### src/ect_pkg.sv
`default_nettype none
package ect_pkg;
  localparam int          SYS_HZ       = 20_000_000;
  localparam int          STEP_MAX_HZ  = 2_500_000;
  localparam int          STEP_MIN_CYC = (SYS_HZ + STEP_MAX_HZ - 1) / STEP_MAX_HZ;
  localparam int          LANES        = 8;
  localparam int          SEL_W        = 3;
  localparam int          FIFO_DEPTH   = 8;
  localparam logic [31:0] OFS_CTRL     = 32'h0000_0000;
  localparam logic [31:0] OFS_STATUS   = 32'h0000_0004;
  localparam logic [31:0] OFS_OUTWORD  = 32'h0000_0008;
  localparam logic [31:0] OFS_FIFO     = 32'h0000_000C;
  localparam int          CTRL_DIRECT  = 0;
  localparam int          CTRL_CAPTURE = 1;
  localparam int          ST_CTR_LSB   = 0;
  localparam int          ST_RATE_ERR  = 3;
  localparam int          ST_FIFO_VAL  = 4;
  localparam int          ST_FIFO_FULL = 5;
  localparam logic [1:0]  RESP_OKAY    = 2'h0;
  localparam logic [1:0]  RESP_SLVERR  = 2'h2;
  localparam logic [1:0]  CTRL_RST     = 2'h0;
endpackage : ect_pkg
`default_nettype wire

### src/ect_top.sv
// Notes on behaviour
// parallel word leaves serially on one output
// successive words rotate through all outputs
// serial stream on input gathers into word
// output words follow inputs in rotation
// one shared matrix, no direction mode
// start register equals 3-bit preset value
// preset strobe falling edge presets counter
// load uses preset sampled previous step edge
// strobe tied to clock: direct select
// float input high tristates all outputs
// static: holds state while clock stopped
// counter advances modulo eight each step
// registers shift one place per step
`timescale 1ns/100ps
`default_nettype none
module ect_fifo #(
  parameter int W = 8,
  parameter int D = 8
) (
  // clock and reset
  input  wire logic         aclk,
  input  wire logic         aresetn,
  // fill side
  input  wire logic         in_valid,
  output logic              in_ready,
  input  wire logic [W-1:0] in_data,
  // drain side
  output logic              out_valid,
  input  wire logic         out_ready,
  output logic [W-1:0]      out_data
);
  localparam int AW = $clog2(D);
  logic [W-1:0] mem_r [D];
  logic [AW-1:0] wp_r, wp_nxt, rp_r, rp_nxt;
  logic [AW:0]   cnt_r, cnt_nxt;
  logic          push, pop;
  always_comb begin
    push     = in_valid && in_ready;
    pop      = out_valid && out_ready;
    in_ready = cnt_r != (AW+1)'(D);
    out_valid = cnt_r != '0;
    out_data = mem_r[rp_r];
    wp_nxt   = push ? ((wp_r == AW'(D-1)) ? '0 : wp_r + 1'b1) : wp_r;
    rp_nxt   = pop ? ((rp_r == AW'(D-1)) ? '0 : rp_r + 1'b1) : rp_r;
    cnt_nxt  = cnt_r + (AW+1)'(push) - (AW+1)'(pop);
  end
  always_ff @(posedge aclk) begin
    if (!aresetn) begin
      wp_r  <= '0;
      rp_r  <= '0;
      cnt_r <= '0;
    end else begin
      wp_r  <= wp_nxt;
      rp_r  <= rp_nxt;
      cnt_r <= cnt_nxt;
    end
    if (push) begin
      mem_r[wp_r] <= in_data;
    end
  end
endmodule // ect_fifo

module ect_top
  import ect_pkg::*;
#(
  parameter int LN = LANES
) (
  // clock and reset
  input  wire logic          aclk,
  input  wire logic          aresetn,
  // axi4-lite write
  input  wire logic [31:0]   s_axi_awaddr,
  input  wire logic          s_axi_awvalid,
  output logic               s_axi_awready,
  input  wire logic [31:0]   s_axi_wdata,
  input  wire logic [3:0]    s_axi_wstrb,
  input  wire logic          s_axi_wvalid,
  output logic               s_axi_wready,
  output logic [1:0]         s_axi_bresp,
  output logic               s_axi_bvalid,
  input  wire logic          s_axi_bready,
  // axi4-lite read
  input  wire logic [31:0]   s_axi_araddr,
  input  wire logic          s_axi_arvalid,
  output logic               s_axi_arready,
  output logic [31:0]        s_axi_rdata,
  output logic [1:0]         s_axi_rresp,
  output logic               s_axi_rvalid,
  input  wire logic          s_axi_rready,
  // converter pins
  input  wire logic [LN-1:0] data_in,
  input  wire logic [SEL_W-1:0] start_sel,
  input  wire logic          preset_strobe,
  input  wire logic          step_clk,
  input  wire logic          out_float,
  output logic [LN-1:0]      data_out,
  output logic [LN-1:0]      data_oe
);
  localparam int SW = LN + SEL_W + 3;
  // two-stage synchronisers plus one stage for edge detection
  logic [SW-1:0] s1_r, s2_r, s3_r;
  logic [LN-1:0] din;
  logic [SEL_W-1:0] psel;
  logic strb2, strb3, stp2, stp3, flt;
  always_ff @(posedge aclk) begin
    if (!aresetn) begin
      s1_r <= '0;
      s2_r <= '0;
      s3_r <= '0;
    end else begin
      s1_r <= {out_float, step_clk, preset_strobe, start_sel, data_in};
      s2_r <= s1_r;
      s3_r <= s2_r;
    end
  end
  always_comb begin
    din   = s2_r[LN-1:0];
    psel  = s2_r[LN +: SEL_W];
    strb2 = s2_r[LN+SEL_W];
    strb3 = s3_r[LN+SEL_W];
    stp2  = s2_r[LN+SEL_W+1];
    stp3  = s3_r[LN+SEL_W+1];
    flt   = s2_r[LN+SEL_W+2];
  end

  // matrix, counter and step control
  logic [LN-1:0]    mat_r [LN];
  logic [LN-1:0]    mat_nxt [LN];
  logic [SEL_W-1:0] ctr_r, ctr_nxt, pprev_r, pprev_nxt, sel;
  logic [LN-1:0]    dout_r, dout_nxt, doe_r, doe_nxt;
  logic             pend_r, pend_nxt, rate_r, rate_nxt, rclr;
  logic [7:0]       gap_r, gap_nxt;
  logic [1:0]       ctrl_r, ctrl_nxt;
  logic             step_evt, preset_evt, do_step;
  logic             f_in_rdy, f_in_val, f_out_val, f_pop;
  logic [LN-1:0]    f_out;

  always_comb begin
    step_evt   = stp2 && !stp3;
    preset_evt = !strb2 && strb3;
    // a full fifo holds the step back instead of losing a word
    do_step    = (step_evt || pend_r) && (!ctrl_r[CTRL_CAPTURE] || f_in_rdy);
    pend_nxt   = (step_evt || pend_r) && !do_step;
    sel        = ctrl_r[CTRL_DIRECT] ? pprev_r : ctr_r;             // see R08
    pprev_nxt  = do_step ? psel : pprev_r;
    ctr_nxt    = ctr_r;
    if (preset_evt) begin
      ctr_nxt = psel;
    end else if (do_step) begin
      ctr_nxt = ctr_r + 1'b1;                                       // see R12 see R02
    end
    gap_nxt  = (step_evt || gap_r == 8'hFF) ? 8'h00 : gap_r + 8'h01;
    rate_nxt = (step_evt && gap_r < 8'(STEP_MIN_CYC - 1)) || (rate_r && !rclr);
    for (int r = 0; r < LN; r++) begin
      // held unchanged without a step edge, so a stopped clock loses nothing
      mat_nxt[r] = mat_r[r];
      if (do_step) begin
        mat_nxt[r] = (SEL_W'(r) == sel) ? din                       // see R01 see R03
                                         : {mat_r[r][LN-2:0], 1'b0};
      end
      dout_nxt[r] = mat_nxt[r][LN-1];
    end
    doe_nxt  = flt ? '0 : '1;
    f_in_val = do_step && ctrl_r[CTRL_CAPTURE];
  end
  always_ff @(posedge aclk) begin
    if (!aresetn) begin
      ctr_r   <= '0;
      pprev_r <= '0;
      pend_r  <= 1'b0;
      rate_r  <= 1'b0;
      gap_r   <= 8'hFF;
      dout_r  <= '0;
      doe_r   <= '0;
      for (int r = 0; r < LN; r++) mat_r[r] <= '0;
    end else begin
      ctr_r   <= ctr_nxt;
      pprev_r <= pprev_nxt;
      pend_r  <= pend_nxt;
      rate_r  <= rate_nxt;
      gap_r   <= gap_nxt;
      dout_r  <= dout_nxt;
      doe_r   <= doe_nxt;
      for (int r = 0; r < LN; r++) mat_r[r] <= mat_nxt[r];
    end
  end
  assign data_out = dout_r;
  assign data_oe  = doe_r;

  ect_fifo #(.W(LN), .D(FIFO_DEPTH)) u_fifo (
    .aclk      (aclk),
    .aresetn   (aresetn),
    .in_valid  (f_in_val),
    .in_ready  (f_in_rdy),
    .in_data   (dout_nxt),
    .out_valid (f_out_val),
    .out_ready (f_pop),
    .out_data  (f_out)
  );

  // axi4-lite slave
  logic        awg_r, awg_nxt, wg_r, wg_nxt, bv_r, bv_nxt, awr_r, awr_nxt, wr_r, wr_nxt;
  logic        arr_r, arr_nxt, rv_r, rv_nxt;
  logic [31:0] awa_r, awa_nxt, wd_r, wd_nxt, rd_r, rd_nxt;
  logic [3:0]  ws_r, ws_nxt;
  logic [1:0]  br_r, br_nxt, rr_r, rr_nxt;
  logic        wdo, rdo;
  always_comb begin
    awg_nxt  = awg_r || (s_axi_awvalid && awr_r);
    wg_nxt   = wg_r || (s_axi_wvalid && wr_r);
    awa_nxt  = (s_axi_awvalid && awr_r) ? s_axi_awaddr : awa_r;
    wd_nxt   = (s_axi_wvalid && wr_r) ? s_axi_wdata : wd_r;
    // strobe kept with its data: the master may change it once w is taken
    ws_nxt   = (s_axi_wvalid && wr_r) ? s_axi_wstrb : ws_r;
    wdo      = awg_r && wg_r && !bv_r;
    bv_nxt   = wdo || (bv_r && !s_axi_bready);
    br_nxt   = br_r;
    ctrl_nxt = ctrl_r;
    rclr     = 1'b0;
    if (wdo) begin
      awg_nxt = 1'b0;
      wg_nxt  = 1'b0;
      br_nxt  = RESP_OKAY;
      if (awa_r[7:0] == OFS_CTRL[7:0] && awa_r[31:8] == '0) begin
        if (ws_r[0]) ctrl_nxt = wd_r[1:0];
      end else if (awa_r[7:0] == OFS_STATUS[7:0] && awa_r[31:8] == '0) begin
        rclr = ws_r[0] && wd_r[ST_RATE_ERR];
      end else begin
        br_nxt = RESP_SLVERR;
      end
    end
    awr_nxt = !awg_nxt && !bv_nxt;
    wr_nxt  = !wg_nxt && !bv_nxt;
    rdo     = s_axi_arvalid && arr_r;
    rv_nxt  = rdo || (rv_r && !s_axi_rready);
    rd_nxt  = rd_r;
    rr_nxt  = rr_r;
    f_pop   = 1'b0;
    if (rdo) begin
      rd_nxt = '0;
      rr_nxt = RESP_OKAY;
      if (s_axi_araddr == OFS_CTRL) begin
        rd_nxt[1:0] = ctrl_r;
      end else if (s_axi_araddr == OFS_STATUS) begin
        rd_nxt[ST_CTR_LSB +: SEL_W] = ctr_r;
        rd_nxt[ST_RATE_ERR]  = rate_r;
        rd_nxt[ST_FIFO_VAL]  = f_out_val;
        rd_nxt[ST_FIFO_FULL] = !f_in_rdy;
      end else if (s_axi_araddr == OFS_OUTWORD) begin
        rd_nxt[LN-1:0] = dout_r;
      end else if (s_axi_araddr == OFS_FIFO) begin
        rd_nxt[LN-1:0] = f_out;
        rd_nxt[LN]     = f_out_val;
        f_pop          = f_out_val;
      end else begin
        rr_nxt = RESP_SLVERR;
      end
    end
    arr_nxt = !rv_nxt;
  end
  always_ff @(posedge aclk) begin
    if (!aresetn) begin
      awg_r <= 1'b0; wg_r <= 1'b0; bv_r <= 1'b0; awr_r <= 1'b0; wr_r <= 1'b0;
      arr_r <= 1'b0; rv_r <= 1'b0; awa_r <= '0; wd_r <= '0; rd_r <= '0;
      br_r  <= RESP_OKAY; rr_r <= RESP_OKAY; ctrl_r <= CTRL_RST;
      ws_r  <= '0;
    end else begin
      awg_r <= awg_nxt; wg_r <= wg_nxt; bv_r <= bv_nxt; awr_r <= awr_nxt; wr_r <= wr_nxt;
      arr_r <= arr_nxt; rv_r <= rv_nxt; awa_r <= awa_nxt; wd_r <= wd_nxt; rd_r <= rd_nxt;
      br_r  <= br_nxt; rr_r <= rr_nxt; ctrl_r <= ctrl_nxt;
      ws_r  <= ws_nxt;
    end
  end
  assign s_axi_awready = awr_r;
  assign s_axi_wready  = wr_r;
  assign s_axi_bvalid  = bv_r;
  assign s_axi_bresp   = br_r;
  assign s_axi_arready = arr_r;
  assign s_axi_rvalid  = rv_r;
  assign s_axi_rdata   = rd_r;
  assign s_axi_rresp   = rr_r;
endmodule // ect_top
`default_nettype wire

### config.mk
export PLATFORM = sky130hd
export DESIGN_NAME = ect_top
export DESIGN_NICKNAME = d
export VERILOG_FILES = /design/src/ect_pkg.sv /design/src/ect_top.sv
export SDC_FILE = /design/constraint.sdc
export NUM_CORES = 1
export LEC_CHECK = 0
export ABC_AREA = 1
export BUFFER_PORTS_ARGS = -buffer_cell sky130_fd_sc_hd__buf_2
export CAP_MARGIN = 5
export CORE_UTILIZATION = 25
export CTS_CLUSTER_DIAMETER = 80
export CTS_CLUSTER_SIZE = 40
export DETAILED_ROUTE_END_ITERATION = 16
export GPL_TIMING_DRIVEN = 0
export PLACE_DENSITY = 0.4
export RECOVER_POWER = 50
export SLEW_MARGIN = 20
export SYNTH_ARGS = -nofsm -noshare
export SYNTH_HDL_FRONTEND = slang
export SYNTH_SLANG_ARGS = --single-unit
### constraint.sdc
create_clock -name aclk -period 2.65 [get_ports aclk]
set_clock_uncertainty 0.05 [all_clocks]
set_input_delay 0.1325 -clock aclk [delete_from_list [all_inputs] [get_ports aclk]]
set_output_delay 0.1325 -clock aclk [all_outputs]
set_load 0.01 [all_outputs]
==> reports/metrics.yaml <==
grt_pass1_wl_mm: 46.3
cellInternalPower_w: 0.00560
grt_max_degree: 28
finalCritPeriodShare_pct: 92.6
drive_above_1_share_pct: 16.3
floorplan.rows: 75
max_freq_mhz: 407
ant_nets: 0
clock_latency_ps: 510
power.density_nw_per_um2: 579
root_buffer: "clkbuf_16"
final_common_cell: "nand2_1"
total_power_w: 0.00764
slew_violations: 0
critPathLaunchType: "register"
netlist_area_um2: 10600
firstDrtPassIters: 4
clock_power_share_pct: 36.2
async_reset_ff_share_pct: 0
io_buffers: 119
drtIter0Drc: 437
period_minus_slack_ps: 2450
ys_seq_area_share_pct: 51.9
switchingPower_w: 0.00204
hp-class: "primary input to register"
htree_levels: 1
cts_sinks: 244
grt_pass1_vias: 8250
cts.path.max_buffers: 3
syn2layout_area_growth_pct: 24.1
worstPathRequired_ps: 2820
antenna_found_initial: 0
swShare_pct: 26.7
drc: 0
fin_nets: 1662
vdd_ir_drop_max_mv: 0.373
critPathKind: "register to register"
cp-end-kind: "register"
power_frac_seq_pct: 53.4
dpl.hpwl_mm: 21.2
synth_cell_type_count: 43
wire_per_inst_um: 14.3
viasPerCell: 4.22
power_frac_comb_pct: 10.4
totalWireLength_mm: 29.8
cp.arrival_ps: 2630
r2r_slack_ps: 200
outcome: "finished clean"
clkSlewWorstSetupHoldPaths_ps: 100
die-area_um2: 43400
avgSynthCellArea_um2: 8.13
num_vias: 8761
num_io_pins: 178
max_cap_viol_count: 0
cts_tree: "done"
design.core.area_um2: 41900
power_leakage_nw: 5.75
synth_edf_count: 64
synth_warnings: 0
grt.total_usage_pct: 13.6
die_height_um: 208
crit_fanout: 10
tightest_slew_ps: 836
final_util_pct: 31.5
start_util_pct: 25.4
finalHoldViolations: 0
syn-instance-count: 1309
maxSlewHeadroom_pct: 44.0
grt_setup_unrepaired: "true"
fin_tns_setup_ps: 0
ys.flop_type: "dfxtp_1"
cts_buffers: 16
gp_congestion: 0.774
n_antenna_cell: 0
grt_overflow_total: 0
final_cell_mix: "nand2_1 (298), dfxtp_1 (180), nor2_1 (178), inv_1 (136), buf_2 (121)"
dieWidth_um: 208
postSynthRegisterBits: 244
setup_violations: 0
-- layer usage --
metal,up-vias,global-route usage (%),share of wire [%]
met5,-,0,0
met3,28,1.42,2.7
li1,4593,-,-
met1,4021,18.6,49
met4,0,2.94,1.7
met2,119,23.0,47
-- synth_stat cells, types with 6 or more instances --
master / n / area, µm²
clkbuf_1: 36 / 135
inv_1: 136 / 510
a21oi_2: 6 / 52.6
o211ai_1: 48 / 360
ha_1: 12 / 150
dfxtp_1: 180 / 3600
o21ai_0: 61 / 305
nand2_1: 298 / 1120
nor2_1: 187 / 702
a22oi_1: 8 / 60.1
nand2_2: 7 / 43.8
nor4_1: 6 / 37.5
nor3_1: 7 / 35.0
buf_4: 42 / 315
buf_2: 19 / 95.1
and2_1: 8 / 50.1
nand3_1: 99 / 495
edfxtp_1: 64 / 1920
nand3_4: 6 / 105
a21oi_1: 30 / 150
-- registers in the layout, indices dropped and copies added (netlist names), 2 cells and up, named ones only --
name,flops
u_fifo.mem_r,64
awa_r,32
u_fifo.rp_r,3
ctr_r,3
gap_r,8
u_fifo.wp_r,3
ctrl_r,2
s3_r,2
data_out,8
mat_r,56
s2_r,14
pprev_r,3
s1_r,14
s_axi_rdata,9
wd_r,3
u_fifo.cnt_r,4
-- what timing repair did --
action / CTS / global route
endpoints found under the setup margin: 64 / 120
hold buffers: 53 / 0
gates resized for setup: 8 / 9
pin swaps: 0 / 4
buffers inserted: 0 / 5
hold endpoints to repair: 55 / 0
-- layout make-up --
| cell class | instances | area [µm²] |
|---|---|---|
| fillers | 4500 | 28800 |
| flip-flops and latches | 244 | 5530 |
| plain buffers | 98 | 549 |
| inverters | 149 | 592 |
| repair buffers | 177 | 1180 |
| multi-input cells | 842 | 4130 |
| well taps | 539 | 674 |
| clock buffers | 18 | 439 |
| clock inverters | 9 | 109 |
-- worst paths after layout --
| kind | startpoint | end | depth (start not counted) |
|---|---|---|---|
| worst max-delay path | u_fifo.cnt_r[2] | u_fifo.mem_r[0][3] | 8 |
| worst min-delay path | s_axi_wvalid | wd_r[1] | 4 |
| worst max register to register | u_fifo.cnt_r[2] | u_fifo.mem_r[0][3] | 8 |
| worst min register to register | s1_r[0] | s2_r[0] | 2 |
-- per-stage QoR --
stage               hold slack (ps)  area (µm²)  setup slack, ps  cells
finish                         43.5       13200              195   2076
detailed placement              262       12000             -394   1991
CTS                            16.5       13100             -164   2071
global route                   73.4       13200             1.93   2076
global placement                263       12000             -327   1991
floorplan                       176       10700              370   1333
-- cells by family (layout without fill, tap and decap cells) --
group	Yosys count	in the layout	synth area share [%]
other	1	25	0.0353
AND/OR/NAND/NOR	636	636	25.6
AO/OA/AOI/OAI	165	165	9.81
buffers and inverters	247	451	10.7
XOR/XNOR	3	3	0.247
flip-flops	244	244	51.9
adder cells (fa/ha/maj)	13	13	1.60
-- worst max-delay path, cell delays in order (launching register included) --
cell	delay [ps]
dfxtp_1	310
inv_1	100
ha_1	150
nor3b_2	240
nand2_1	140
nand2_1	230
buf_2	330
a21oi_1	90
a21oi_2	520
-- power by group through the flow --
stage               clock [W]  combinational [W]  sequential, W
CTS                   0.00289           0.000805        0.00409
global route          0.00300           0.000905        0.00410
detailed placement          0           0.000743        0.00417
finish                0.00277           0.000792        0.00408
floorplan                   0           0.000505        0.00414
global placement            0           0.000736        0.00417
Power figures use the tool's default switching activity.
